==> config.mk <==
export PLATFORM = sky130hd
export DESIGN_NAME = gate_counter
export DESIGN_NICKNAME = d
export VERILOG_FILES = /design/src/logic/gate_counter_pkg.sv /design/src/logic/gate_counter.sv
export SDC_FILE = /design/constraint.sdc
export NUM_CORES = 1
export LEC_CHECK = 0
export BUFFER_PORTS_ARGS = -buffer_cell sky130_fd_sc_hd__buf_2
export CORE_ASPECT_RATIO = 1.25
export CORE_UTILIZATION = 60
export DETAILED_ROUTE_END_ITERATION = 8
export PLACE_DENSITY = 0.95
export SYNTH_ARGS = -nofsm -noshare
export SYNTH_HDL_FRONTEND = slang
export SYNTH_SLANG_ARGS = --single-unit
==> constraint.sdc <==
create_clock -name I_CLK -period 4.6 [get_ports I_CLK]
set_input_delay 0.92 -clock I_CLK [delete_from_list [all_inputs] [get_ports I_CLK]]
set_output_delay 0.92 -clock I_CLK [all_outputs]
set_load 0.03 [all_outputs]
==> src/logic/gate_counter_pkg.sv <==
// Register map, field positions and reset values of the gated counter
package gate_counter_pkg;
  // Register byte offsets (AXI4-Lite, one word each)
  localparam logic [7:0] OFF_CTRL   = 8'h00;
  localparam logic [7:0] OFF_STATUS = 8'h04;
  localparam logic [7:0] OFF_COUNT  = 8'h08;
  localparam logic [7:0] OFF_PERIOD = 8'h0C;
  localparam logic [7:0] OFF_CCP    = 8'h10;

  // Control register fields
  localparam int CTL_ON      = 0;
  localparam int CTL_GE      = 1;
  localparam int CTL_GPOL    = 2;
  localparam int CTL_GTM     = 3;
  localparam int CTL_GSPM    = 4;
  localparam int CTL_ARM     = 5;
  localparam int CTL_GSS_LO  = 6;
  localparam int CTL_ASYNC   = 8;
  localparam int CTL_EXTCLK  = 9;
  localparam int CTL_C1SYNC  = 10;
  localparam int CTL_C2SYNC  = 11;
  localparam int CTL_OVF_IE  = 12;
  localparam int CTL_GEV_IE  = 13;
  localparam int CTL_COMP_ON = 14;

  // Status register fields
  localparam int ST_GVAL = 0;
  localparam int ST_OVF  = 1;
  localparam int ST_GEV  = 2;
  localparam int ST_TOG  = 3;

  // Capture/compare register fields
  localparam int CCP_CAPT = 16;
  localparam int CCP_CMP  = 17;
  localparam int CCP_SPEC = 18;

  // Gate source select encodings
  localparam logic [1:0] GSS_PIN   = 2'h0;
  localparam logic [1:0] GSS_MATCH = 2'h1;
  localparam logic [1:0] GSS_CMP1  = 2'h2;
  localparam logic [1:0] GSS_CMP2  = 2'h3;

  // Reset values and constants
  localparam logic [15:0] CTRL_RST   = 16'h0000;
  localparam logic [15:0] COUNT_RST  = 16'h0000;
  localparam logic [15:0] COUNT_MAX  = 16'hFFFF;
  localparam logic [7:0]  PERIOD_RST = 8'hFF;
  localparam logic [7:0]  COMP_ZERO  = 8'h00;
  localparam logic [1:0]  RESP_OKAY  = 2'h0;
  localparam logic [1:0]  RESP_SLVERR = 2'h2;
endpackage

==> src/logic/gate_counter.sv <==
// Gated 16-bit counter with companion period timer and AXI4-Lite registers
//
// Register access over AXI4-Lite and the register offsets were decided locally.
`timescale 1ns/10ps

module gate_counter (
  input  wire logic        I_CLK,          // 20 MHz system clock
  input  wire logic        I_SRST,         // Synchronous reset, active high
  input  wire logic        I_CE,           // Clock enable, freezes all state when low
  input  wire logic [7:0]  I_AWADDR,       // Write address
  input  wire logic        I_AWVALID,      // Write address valid
  output logic             O_AWREADY,      // Write address ready
  input  wire logic [31:0] I_WDATA,        // Write data
  input  wire logic [3:0]  I_WSTRB,        // Write byte strobes
  input  wire logic        I_WVALID,       // Write data valid
  output logic             O_WREADY,       // Write data ready
  output logic [1:0]       O_BRESP,        // Write response
  output logic             O_BVALID,       // Write response valid
  input  wire logic        I_BREADY,       // Write response ready
  input  wire logic [7:0]  I_ARADDR,       // Read address
  input  wire logic        I_ARVALID,      // Read address valid
  output logic             O_ARREADY,      // Read address ready
  output logic [31:0]      O_RDATA,        // Read data
  output logic [1:0]       O_RRESP,        // Read response
  output logic             O_RVALID,       // Read data valid
  input  wire logic        I_RREADY,       // Read data ready
  input  wire logic        I_GATE_PIN,     // External gate pin, asynchronous
  input  wire logic        I_EXT_CLK,      // External count clock pin, asynchronous
  input  wire logic        I_CMP1,         // Comparator one output, asynchronous
  input  wire logic        I_CMP2,         // Comparator two output, asynchronous
  input  wire logic        I_SLEEP,        // Device in sleep, same clock domain
  input  wire logic        I_CAPTURE_EVT,  // Capture event pulse, same clock domain
  output logic [15:0]      O_COUNT,        // Time base for capture/compare units
  output logic             O_CMP_MATCH,    // Compare match pulse
  output logic             O_OVF_IRQ,      // Overflow interrupt request
  output logic             O_GATE_IRQ,     // Gate-event interrupt request
  output logic             O_WAKE          // Wake request from sleep
);

  ////////////////////////////////////////////////////////////////////////////
  // State
  logic [15:0] ctrl_r, count_r, ccp_r, ctrl_nxt;
  logic [7:0]  period_r, comp_r;
  logic [2:0]  ccp_mode_r, pin_s_r, ext_s_r;
  logic [1:0]  c1_s_r, c2_s_r;
  logic [31:0] wmask;
  logic        match_r, ovf_r, gev_r, tog_r, act_d_r, g_d_r, sp_run_r, gval_d_r, c1_tmr_r, c2_tmr_r, spec_r;
  logic        wr_go, rd_go, tick, src, act, g, rise_g, fall_g, gval, cnt_en, inc, cnt_wr, st_wr, arm_hwclr;

  ////////////////////////////////////////////////////////////////////////////
  // Pin synchronisers: stage 0 only feeds stage 1
  always_ff @(posedge I_CLK) begin
    if (I_SRST) begin
      pin_s_r <= 3'h0;
      ext_s_r <= 3'h0;
      c1_s_r  <= 2'h0;
      c2_s_r  <= 2'h0;
    end else if (I_CE) begin
      pin_s_r <= {pin_s_r[1:0], I_GATE_PIN};
      ext_s_r <= {ext_s_r[1:0], I_EXT_CLK};
      c1_s_r  <= {c1_s_r[0], I_CMP1};
      c2_s_r  <= {c2_s_r[0], I_CMP2};
    end
  end

  // Timer tick: instruction clock each cycle, or rising external edge
  // Sleep stops the instruction clock; only unsynchronised external counting survives
  always_comb begin
    if (ctrl_r[gate_counter_pkg::CTL_EXTCLK]) begin
      tick = ext_s_r[1] & ~ext_s_r[2];
    end else begin
      tick = 1'b1;
    end
    if (I_SLEEP && !(ctrl_r[gate_counter_pkg::CTL_EXTCLK] && ctrl_r[gate_counter_pkg::CTL_ASYNC])) begin
      tick = 1'b0;
    end
  end

  ////////////////////////////////////////////////////////////////////////////
  // Companion 8-bit period timer, fixed to this counter
  always_ff @(posedge I_CLK) begin
    if (I_SRST) begin
      comp_r  <= gate_counter_pkg::COMP_ZERO;
      match_r <= 1'b0;
    end else if (I_CE) begin
      match_r <= 1'b0;
      if (ctrl_r[gate_counter_pkg::CTL_COMP_ON] && !I_SLEEP) begin
        if (comp_r == period_r) begin
          comp_r  <= gate_counter_pkg::COMP_ZERO;
          match_r <= 1'b1;
        end else begin
          comp_r <= comp_r + 8'h01;
        end
      end
    end
  end

  // Comparator copies re-timed to the timer tick when synchronised
  always_ff @(posedge I_CLK) begin
    if (I_SRST) begin
      c1_tmr_r <= 1'b0;
      c2_tmr_r <= 1'b0;
    end else if (I_CE && tick) begin
      c1_tmr_r <= c1_s_r[1];
      c2_tmr_r <= c2_s_r[1];
    end
  end

  ////////////////////////////////////////////////////////////////////////////
  // Gate source, polarity, toggle and single-pulse path
  always_comb begin
    unique case (ctrl_r[gate_counter_pkg::CTL_GSS_LO +: 2])
      gate_counter_pkg::GSS_PIN:   src = pin_s_r[1];
      gate_counter_pkg::GSS_MATCH: src = match_r;
      gate_counter_pkg::GSS_CMP1:  src = ctrl_r[gate_counter_pkg::CTL_C1SYNC] ? c1_tmr_r : c1_s_r[1];
      gate_counter_pkg::GSS_CMP2:  src = ctrl_r[gate_counter_pkg::CTL_C2SYNC] ? c2_tmr_r : c2_s_r[1];
    endcase
    act    = ctrl_r[gate_counter_pkg::CTL_GPOL] ? src : ~src;
    g      = ctrl_r[gate_counter_pkg::CTL_GTM] ? tog_r : act;
    rise_g = g & ~g_d_r;
    fall_g = ~g & g_d_r;
    // Starting in the same cycle as the edge avoids losing the first count
    if (ctrl_r[gate_counter_pkg::CTL_GSPM]) begin
      gval = g & (sp_run_r | (ctrl_r[gate_counter_pkg::CTL_ARM] & rise_g));
    end else begin
      gval = g;
    end
    arm_hwclr = ctrl_r[gate_counter_pkg::CTL_GSPM] & sp_run_r & fall_g;
  end

  // Toggle flip-flop and edge history
  always_ff @(posedge I_CLK) begin
    if (I_SRST) begin
      tog_r    <= 1'b0;
      act_d_r  <= 1'b0;
      g_d_r    <= 1'b0;
      gval_d_r <= 1'b0;
    end else if (I_CE) begin
      act_d_r  <= act;
      g_d_r    <= g;
      gval_d_r <= gval;
      if (!ctrl_r[gate_counter_pkg::CTL_GTM]) begin
        tog_r <= 1'b0;
      end else if (act && !act_d_r) begin
        tog_r <= ~tog_r;
      end
    end
  end

  // Single-pulse window: opens on armed rising edge, closes on trailing edge
  always_ff @(posedge I_CLK) begin
    if (I_SRST) begin
      sp_run_r <= 1'b0;
    end else if (I_CE) begin
      if (!ctrl_r[gate_counter_pkg::CTL_GSPM] || !ctrl_r[gate_counter_pkg::CTL_ARM] || arm_hwclr) begin
        sp_run_r <= 1'b0;
      end else if (rise_g) begin
        sp_run_r <= 1'b1;
      end
    end
  end

  ////////////////////////////////////////////////////////////////////////////
  // Bus decode
  assign wr_go  = I_AWVALID & I_WVALID & ~O_BVALID & ~O_AWREADY;
  assign rd_go  = I_ARVALID & ~O_RVALID & ~O_ARREADY;
  assign wmask  = {{8{I_WSTRB[3]}}, {8{I_WSTRB[2]}}, {8{I_WSTRB[1]}}, {8{I_WSTRB[0]}}};
  assign cnt_wr = wr_go & (I_AWADDR == gate_counter_pkg::OFF_COUNT) & (I_WSTRB[1:0] != 2'h0);
  assign st_wr  = wr_go & (I_AWADDR == gate_counter_pkg::OFF_STATUS);

  // Count enable from on bit and gate; gating off means free running
  assign cnt_en = ctrl_r[gate_counter_pkg::CTL_ON] & (~ctrl_r[gate_counter_pkg::CTL_GE] | gval);
  assign inc    = cnt_en & tick;

  // Control register with hardware-cleared arm flag
  always_comb begin
    ctrl_nxt = ctrl_r;
    if (wr_go && I_AWADDR == gate_counter_pkg::OFF_CTRL) begin
      ctrl_nxt = (ctrl_r & ~wmask[15:0]) | (I_WDATA[15:0] & wmask[15:0]);
    end else if (arm_hwclr) begin
      ctrl_nxt[gate_counter_pkg::CTL_ARM] = 1'b0;
    end
    if (!ctrl_nxt[gate_counter_pkg::CTL_GSPM]) begin
      ctrl_nxt[gate_counter_pkg::CTL_ARM] = 1'b0;
    end
  end

  always_ff @(posedge I_CLK) begin
    if (I_SRST) begin
      ctrl_r   <= gate_counter_pkg::CTRL_RST;
      period_r <= gate_counter_pkg::PERIOD_RST;
    end else if (I_CE) begin
      ctrl_r <= ctrl_nxt;
      if (wr_go && I_AWADDR == gate_counter_pkg::OFF_PERIOD && I_WSTRB[0]) begin
        period_r <= I_WDATA[7:0];
      end
    end
  end

  ////////////////////////////////////////////////////////////////////////////
  // Counter: write beats special-event clear beats increment
  always_ff @(posedge I_CLK) begin
    if (I_SRST) begin
      count_r <= gate_counter_pkg::COUNT_RST;
    end else if (I_CE) begin
      if (cnt_wr) begin
        count_r <= (count_r & ~wmask[15:0]) | (I_WDATA[15:0] & wmask[15:0]);
      end else if (spec_r) begin
        count_r <= gate_counter_pkg::COUNT_RST;
      end else if (inc) begin
        count_r <= count_r + 16'h0001;
      end
      // Otherwise the count holds
    end
  end

  // Sticky flags; a hardware set wins over a same-cycle write-one clear
  always_ff @(posedge I_CLK) begin
    if (I_SRST) begin
      ovf_r <= 1'b0;
      gev_r <= 1'b0;
    end else if (I_CE) begin
      if (inc && !cnt_wr && !spec_r && count_r == gate_counter_pkg::COUNT_MAX) begin
        ovf_r <= 1'b1;
      end else if (st_wr && I_WSTRB[0] && I_WDATA[gate_counter_pkg::ST_OVF]) begin
        ovf_r <= 1'b0;
      end
      if (!gval && gval_d_r) begin
        gev_r <= 1'b1;
      end else if (st_wr && I_WSTRB[0] && I_WDATA[gate_counter_pkg::ST_GEV]) begin
        gev_r <= 1'b0;
      end
    end
  end

  ////////////////////////////////////////////////////////////////////////////
  // Capture/compare unit using the count as time base
  always_ff @(posedge I_CLK) begin
    if (I_SRST) begin
      ccp_r      <= gate_counter_pkg::COUNT_RST;
      ccp_mode_r <= 3'h0;
      spec_r     <= 1'b0;
    end else if (I_CE) begin
      spec_r <= 1'b0;
      if (wr_go && I_AWADDR == gate_counter_pkg::OFF_CCP) begin
        ccp_r <= (ccp_r & ~wmask[15:0]) | (I_WDATA[15:0] & wmask[15:0]);
        if (I_WSTRB[2]) begin
          ccp_mode_r <= I_WDATA[gate_counter_pkg::CCP_SPEC:gate_counter_pkg::CCP_CAPT];
        end
      end else if (ccp_mode_r[0] && I_CAPTURE_EVT) begin
        ccp_r <= count_r;
      end
      // One clear per match; the cleared count no longer matches a nonzero pair
      if (ccp_mode_r[1] && ccp_mode_r[2] && ccp_r == count_r && !spec_r) begin
        spec_r <= 1'b1;
      end
    end
  end

  ////////////////////////////////////////////////////////////////////////////
  // Registered block outputs
  always_ff @(posedge I_CLK) begin
    if (I_SRST) begin
      O_COUNT     <= gate_counter_pkg::COUNT_RST;
      O_CMP_MATCH <= 1'b0;
      O_OVF_IRQ   <= 1'b0;
      O_GATE_IRQ  <= 1'b0;
      O_WAKE      <= 1'b0;
    end else if (I_CE) begin
      O_COUNT     <= count_r;
      O_CMP_MATCH <= ccp_mode_r[1] & (ccp_r == count_r);
      O_OVF_IRQ   <= ovf_r & ctrl_r[gate_counter_pkg::CTL_OVF_IE];
      O_GATE_IRQ  <= gev_r & ctrl_r[gate_counter_pkg::CTL_GEV_IE];
      O_WAKE      <= I_SLEEP & ovf_r & ctrl_r[gate_counter_pkg::CTL_OVF_IE];
    end
  end

  ////////////////////////////////////////////////////////////////////////////
  // AXI4-Lite write channel: both halves taken together, response next cycle
  always_ff @(posedge I_CLK) begin
    if (I_SRST) begin
      O_AWREADY <= 1'b0;
      O_WREADY  <= 1'b0;
      O_BVALID  <= 1'b0;
      O_BRESP   <= gate_counter_pkg::RESP_OKAY;
    end else if (I_CE) begin
      O_AWREADY <= wr_go;
      O_WREADY  <= wr_go;
      if (wr_go) begin
        O_BVALID <= 1'b1;
        unique case (I_AWADDR)
          gate_counter_pkg::OFF_CTRL, gate_counter_pkg::OFF_STATUS, gate_counter_pkg::OFF_COUNT,
          gate_counter_pkg::OFF_PERIOD, gate_counter_pkg::OFF_CCP: O_BRESP <= gate_counter_pkg::RESP_OKAY;
          default: O_BRESP <= gate_counter_pkg::RESP_SLVERR;
        endcase
      end else if (O_BVALID && I_BREADY) begin
        O_BVALID <= 1'b0;
      end
    end
  end

  // AXI4-Lite read channel; gate level is live state
  always_ff @(posedge I_CLK) begin
    if (I_SRST) begin
      O_ARREADY <= 1'b0;
      O_RVALID  <= 1'b0;
      O_RDATA   <= 32'h0000_0000;
      O_RRESP   <= gate_counter_pkg::RESP_OKAY;
    end else if (I_CE) begin
      O_ARREADY <= rd_go;
      if (rd_go) begin
        O_RVALID <= 1'b1;
        O_RRESP  <= gate_counter_pkg::RESP_OKAY;
        O_RDATA  <= 32'h0000_0000;
        unique case (I_ARADDR)
          gate_counter_pkg::OFF_CTRL:   O_RDATA[15:0] <= ctrl_r;
          gate_counter_pkg::OFF_STATUS: O_RDATA[3:0]  <= {tog_r, gev_r, ovf_r, gval};
          gate_counter_pkg::OFF_COUNT:  O_RDATA[15:0] <= count_r;
          gate_counter_pkg::OFF_PERIOD: O_RDATA[15:0] <= {comp_r, period_r};
          gate_counter_pkg::OFF_CCP:    O_RDATA[18:0] <= {ccp_mode_r, ccp_r};
          default:                      O_RRESP       <= gate_counter_pkg::RESP_SLVERR;
        endcase
      end else if (O_RVALID && I_RREADY) begin
        O_RVALID <= 1'b0;
      end
    end
  end

endmodule

==> results of run 1 <==
-- kinds of logic after synthesis --
family                     count (synthesis)  share of synthesized area [%]
AOI/OAI and AO/OA                        163                           17.4
DFF                                      132                           39.6
other                                      1                         0.0562
xor gates and xnor gates                  40                           5.25
muxes                                     63                           9.95
and+or+nand+nor                          294                           20.3
adders and majority gates                  2                          0.375
buffers and inverters                     85                           7.07
-- how the worst max path moves through the flow --
stage,start,to,slack [ns],depth (start not counted)
floorplan,I_AWADDR[1],register,1.66,7
finish,I_AWADDR[1],register,1.37,8
global route,I_AWADDR[1],register,1.18,8
detailed placement,I_AWADDR[1],register,0.98,8
CTS,I_AWADDR[1],register,1.40,8
global placement,I_AWADDR[1],register,1.05,8
-- final cells by class --
| class | count | area, um^2 | area share [%] |
|---|---|---|---|
| timing repair buffer | 104 | 541 | 7.08 |
| multi-input combinational | 577 | 3610 | 47.3 |
| tap | 132 | 165 | 2.16 |
| inverter | 8 | 30.0 | 0.393 |
| clock inverter | 12 | 176 | 2.31 |
| sequential | 132 | 2640 | 34.6 |
| clock buffer | 20 | 467 | 6.11 |
-- power groups by stage --
stage	Sequential, mW	Combinational, mW	Clock [mW]
after global routing	1.16	0.173	1.52
after detailed placement	1.19	0.158	0
final	1.16	0.163	1.46
after CTS	1.16	0.160	1.46
after floorplan	1.19	0.106	0
after global placement	1.19	0.156	0
-- Yosys cell counts, drive strengths merged, types with 3 or more instances --
| library cell | n | area share (%) |
|---|---|---|
| a32o | 4 | 0.60 |
| nor2b | 3 | 0.28 |
| nor2 | 114 | 6.4 |
| a32oi | 3 | 0.39 |
| inv | 8 | 0.45 |
| nand4 | 11 | 1.0 |
| dfxtp | 132 | 40 |
| nor3 | 10 | 0.82 |
| xnor2 | 13 | 1.7 |
| a221oi | 4 | 0.52 |
| xor2 | 27 | 3.5 |
| a21oi | 54 | 4.2 |
| mux2i | 57 | 8.5 |
| nand2 | 82 | 4.6 |
| a311oi | 17 | 2.2 |
| nor4 | 8 | 0.97 |
| a31oi | 3 | 0.28 |
| nand3 | 31 | 2.3 |
| o21ai | 19 | 1.4 |
| and3 | 8 | 0.75 |
| clkbuf | 50 | 3.9 |
| and2 | 6 | 0.56 |
| a22oi | 24 | 2.7 |
| mux2 | 4 | 0.73 |
| buf | 27 | 2.8 |
| or2 | 3 | 0.28 |
| a22o | 13 | 1.7 |
| a211oi | 11 | 1.8 |
-- routing by layer --
layer / global-route usage, % / up-vias / wire [um]
li1: - / 2857 / -
met1: 40.9 / 2944 / 7120
met2: 51.0 / 384 / 8600
met3: 9.44 / 90 / 1650
met4: 17.5 / 0 / 910
met5: 0 / - / 0
-- through the flow --
stage | worst slack [ns] | cell area, um^2
after global placement | 1.05 | 6990
final | 1.37 | 7630
after floorplan | 1.66 | 6730
after CTS | 1.40 | 7630
after detailed placement | 0.977 | 6990
after global routing | 1.18 | 7630
-- worst register-to-register path: stages (launching register included) --
cell and delay, ns:
dfxtp_1 0.38, mux2_2 0.35, mux4_2 0.52, xor2_1 0.23, o21a_4 0.30, a211oi_4 0.63, o21ai_0 0.20, a32o_1 0.30
==> impl_results.md, run 1 <==
* Hold path cells at 2
* Sequential share of the synthesized area at 39.6%
* Detailed-route via count at 6275
* MaxCap Viol Count at 0
* Pins Over Slew Limit at 0
* Layout area overhead at 14.4%
* H-tree levels at 4
* Most frequent cells in the layout: dfxtp_1 (132), nor2_1 (114), buf_2 (96)
* Most common cell after layout, fill and taps aside: dfxtp_1
* Cell-internal power at 2.15 mW
* Sw Pwr at 0.631 mW
* Post-detailed-route DRC marker count at 0
* Gpl congestion at 0.899
* CP Launch Type: input port
* Post-synth EDFFs at 0
* Vias in the first global route at 5806
* Final nets at 908
* Layout Utilization at 71.2%
* Total core area at 10700 um^2
* Run status: finished clean
* TritonCTS clock tree: built
* Initial DRC Count at 569
* Data arrival time of the worst path at 3.54 ns
* Max clock buf depth at 2
* Combinational share of power at 5.9%
* Worst-Skew Late Latency at 0.42 ns
* Sum of negative setup slack at 0 ns
* Row cnt at 42
* Post-layout minimum cycle time at 3.23 ns
* Pwr Density at 364 nW/um^2
* Full die area at 11600 um^2
* DP Wirelength at 12.3 mm
* Overall power at 2.78 mW
* #FFs+latches synth at 132
* Final instance count without filler cells at 985
* Worst hold path type: reg -> reg
* CP Capture Type: register
* Starting Density at 62.3%
* CP peak stage delay at 0.72 ns
* CP bufs+invs at 1
* Worst reg-to-reg setup slack at 1.58 ns
* Post-CTS setup buffer count at 0
* Sequential Power Share at 41.8%
* Switching Fraction at 22.7%
* Achievable Freq at 310 MHz
* Final setup vio count at 0
* Fill cell count at 772
* Root Buffer: clkbuf_16
* Antenna-violating nets left at 0
* Largest net degree at the start of global routing at 76
* Leak at 3.19 nW
* Skew final at 0.00791 ns
* Share of post-route cells with drive strength above 1 at 18.6%
* Worst-path clk slew at 0.06 ns
* Setup CP Type: in -> reg
* Initial antenna violation count at 0
* Post-CTS sizing at 0
* Top FF cell, synth: dfxtp_1
* Mapped Avg Cell Area at 8.56 um^2
* Overflow after GRT at 0
* Delay-heaviest family, CP: compound AO/OA/AOI/OAI gates
* I/O pin cnt at 127
* Final hold vios at 0
* RSZ-0062 raised after global routing: false
* Drt wl/cell at 18.6 um
* Ys async rst share at 0%
* Reg2reg path depth at 7
* Sink Count at 132
* Hold buffer count at CTS at 0
* # diodes at 0
* Post-Syn Instances at 780
* CTS Buf Count at 17
* Hold WS at 0.448 ns
* CP Data Required Time at 4.92 ns
* Clock share of power at 52.4%
* Routed vias/inst at 6.37
* Die width at 96.3 um
* Yosys warnings at 0
* # port buffers at 97
* Max stage delay cell, worst path: a211oi_4
* Chip Height at 120 um
* Worst VDD drop at 0.230 mV
* CP Cell Sequence: buf_2, or4_4, nor4_4, a21o_4, a21boi_1, a211oi_4, o21ai_0, a32o_1
* Hold Startpoint: O_RDATA[18]
* Period utilization at 70.1%
* First-pass GRT wire length at 29.1 mm
* All-layer global routing usage at 32.9%
* Slew @ Worst Pin at 1.24 ns
* Synth cell types at 65
* Rel. slew slack at 17.2%
* Placed cell count at 953
* Worst Path Max Fanout at 16
* Synthesized area at 6670 um^2
* WHS Endpoint: O_RDATA[18]
* First drt pass iteration count at 8
* Drt total wl at 18.3 mm
Note: power is estimated with default switching activity, not from simulation.
==> run 2, diff against run 1 <==
--- a/config.mk
+++ b/config.mk
@@ -5,11 +5,12 @@
 export SDC_FILE = /design/constraint.sdc
 export NUM_CORES = 1
 export LEC_CHECK = 0
+export ABC_AREA = 1
 export BUFFER_PORTS_ARGS = -buffer_cell sky130_fd_sc_hd__buf_2
 export CORE_ASPECT_RATIO = 1.25
-export CORE_UTILIZATION = 60
+export CORE_UTILIZATION = 56
 export DETAILED_ROUTE_END_ITERATION = 8
-export PLACE_DENSITY = 0.95
+export PLACE_DENSITY = 0.91
 export SYNTH_ARGS = -nofsm -noshare
 export SYNTH_HDL_FRONTEND = slang
 export SYNTH_SLANG_ARGS = --single-unit
==> constraint.sdc (replaced) <==
create_clock -name I_CLK -period 3.25 [get_ports I_CLK]
set_input_delay 0.65 -clock I_CLK [delete_from_list [all_inputs] [get_ports I_CLK]]
set_output_delay 0.65 -clock I_CLK [all_outputs]
set_load 0.03 [all_outputs]
==> run 2 against run 1 <==
Net effect: synthesized area grew 2.5%; via count grew 11%; design area grew 3.3%; synthesized cell count grew 23%; register-to-register slack lost 0.58 ns; combinational power grew 87%; sequential share of layout area shrank 1.1 points; cell count grew 23%; hold slack is essentially flat; total power grew 38%; highest routed layer unchanged.
==> impl_results.md, run 2 <==
* Sequential share of the synthesized area at 38.6%
* Synth cell types at 52
* Routed vias/inst at 5.75
* DP Wirelength at 14.4 mm
* Rel. slew slack at 54.7%
* Period utilization at 69.2%
* Worst hold path type: in -> reg
* Setup CP Type: reg -> reg
* Worst-Skew Late Latency at 0.43 ns
* Sum of negative setup slack at 0 ns
* Mapped Avg Cell Area at 7.11 um^2
* CP Launch Type: register
* Layout Utilization at 66.9%
* Register area at 2640 um^2
* Hold Startpoint: I_CMP2
* Post-synth top area share at 38.6%
* RSZ-0062 raised after global routing: false
* Data arrival time of the worst path at 2.60 ns
* CTS Buf Count at 17
* Post-Synth Adder-Cell Area at 0.366%
* First drt pass iteration count at 9
* Most common cell after layout, fill and taps aside: nand2_1
* Main combinational cell family by area after synthesis: simple AND/OR/NAND/NOR gates
* Compound-Gate Fraction of Synth Area at 22.4%
* # port buffers at 97
* Chip Height at 126 um
* Overall power at 3.83 mW
* Post-CTS sizing at 0
* Worst VDD drop at 0.272 mV
* # diodes at 0
* Drt wl/cell at 16.9 um
* Drt total wl at 20.6 mm
* Switching Fraction at 24.7%
* Row cnt at 44
* Most common cell in the netlist: nand2_1
* Full die area at 12700 um^2
* H-tree levels at 4
* Final nets at 1109
* Sink Count at 132
* Fill cell count at 1048
* #FFs+latches synth at 132
* Root Buffer: clkbuf_16
* CP Capture Type: register
* Ys async rst share at 0%
* Top FF cell, synth: dfxtp_1
* Total core area at 11800 um^2
* Clock share of power at 48.4%
* Layout area overhead at 15.3%
* Share of post-route cells with drive strength above 1 at 16.9%
* Post-Syn Instances at 963
* Max clock buf depth at 2
* Most frequent cells in the layout: nand2_1 (166), dfxtp_1 (132), inv_1 (112)
* CP Data Required Time at 3.61 ns
* Largest net degree at the start of global routing at 46
* Hold buffer count at CTS at 0
* Achievable Freq at 445 MHz
* Post-CTS setup buffer count at 0
* Multiplexer share of the synthesized area at 0%
* Cell-internal power at 2.88 mW
* All-layer global routing usage at 33.7%
* Yosys top cell by area: dfxtp_1
* Antenna-violating nets left at 0
* Post-layout minimum cycle time at 2.25 ns
* Sw Pwr at 0.948 mW
* Gpl congestion at 0.991
* Slew @ Worst Pin at 0.680 ns
* Detailed-route via count at 6991
* Footprint of the multi-input gates at 3460 um^2
* TritonCTS clock tree: built
* Worst-path clk slew at 0.05 ns
* Pins Over Slew Limit at 0
* Worst Path Max Fanout at 6
* Initial antenna violation count at 0
* Simple-gate portion of the synthesized area at 24.6%
* Final hold vios at 0
* Post-detailed-route DRC marker count at 0
* Die width at 101 um
* I/O pin cnt at 127
* Initial DRC Count at 697
* Post-synth EDFFs at 0
* MaxCap Viol Count at 0
* Sequential Power Share at 43.6%
* Pwr Density at 486 nW/um^2
* Synthesized area at 6840 um^2
* First-pass GRT wire length at 32.7 mm
* Final setup vio count at 0
* Yosys warnings at 0
* Vias in the first global route at 6499
* Top post-synthesis cells by count: nand2_1 (166), dfxtp_1 (132), inv_1 (112)
* Ranking of synthesized cells by area: dfxtp_1 (39%), nand2_1 (9.1%), o21ai_0 (6.7%)
* Leak at 3.34 nW
* Starting Density at 58.1%
* Xor-xnor portion of the synthesized cell area at 2.30%
* Skew final at 0.00906 ns
* Run status: finished clean
* Combinational share of power at 7.9%
* Overflow after GRT at 0
[run 2: cell families (layout without fill, tap and decap cells)]
group / count (synthesis) / in the layout
simple gates: 364 / 364
compound gates: 266 / 266
buf+inv: 180 / 257
flops: 132 / 132
xor+xnor: 18 / 18
fa+ha+maj: 2 / 2
other cells: 1 / 15
[run 2: layer usage]
metal | share of wire, % | up-vias | routed length (um) | track usage, %
li1 | - | 3355 | - | -
met1 | 39 | 3105 | 8070 | 41.6
met2 | 46 | 428 | 9420 | 53.3
met3 | 9.7 | 103 | 2000 | 8.66
met4 | 5.4 | 0 | 1100 | 18.5
met5 | 0 | - | 0 | 0
[run 2: worst max-delay path: stages (launching register included)]
cell	delay, ns
dfxtp_1	0.50
ha_1	0.25
nand2_2	0.08
nor2_1	0.13
nand2_1	0.11
nor2_2	0.13
nand3_1	0.12
nor3_1	0.23
nand3_1	0.11
nor3_1	0.24
nand2_1	0.15
a21oi_1	0.13
[run 2: worst paths after layout]
check,end,slack (ns),cells after the start
hold / removal,c2_s_r[0],0.45,3
setup / recovery,ovf_r,1.00,11
hold reg to reg,c2_tmr_r,0.46,2
setup reg to reg,ovf_r,1.00,11
[run 2: cell type report]
type                    instances  area share (%)
clock buffers                  24            6.36
clock inverters                 8           0.936
inverters                     119            5.66
multi-input cells             665            43.8
flip-flops and latches        132            33.5
well taps                     161            2.55
repair buffers                106            7.17
[run 2: power groups by stage]
stage | sequential (mW) | combinational (mW) | clock, mW
CTS | 1.67 | 0.299 | 1.85
finish | 1.67 | 0.304 | 1.86
detailed placement | 1.71 | 0.296 | 0
global route | 1.68 | 0.330 | 1.92
floorplan | 1.74 | 0.171 | 0
global placement | 1.71 | 0.292 | 0
[run 2: metrics by stage]
stage          area [um^2]  hold WS, ns  std cells  setup WS, ns
6_report              7890        0.448       1215          1.00
3_5_place_dp          7310        0.446       1183         0.615
4_1_cts               7890        0.454       1215          1.05
3_3_place_gp          7310        0.434       1183         0.646
2_1_floorplan         6900        0.424        977          1.32
5_1_grt               7890        0.467       1215         0.814
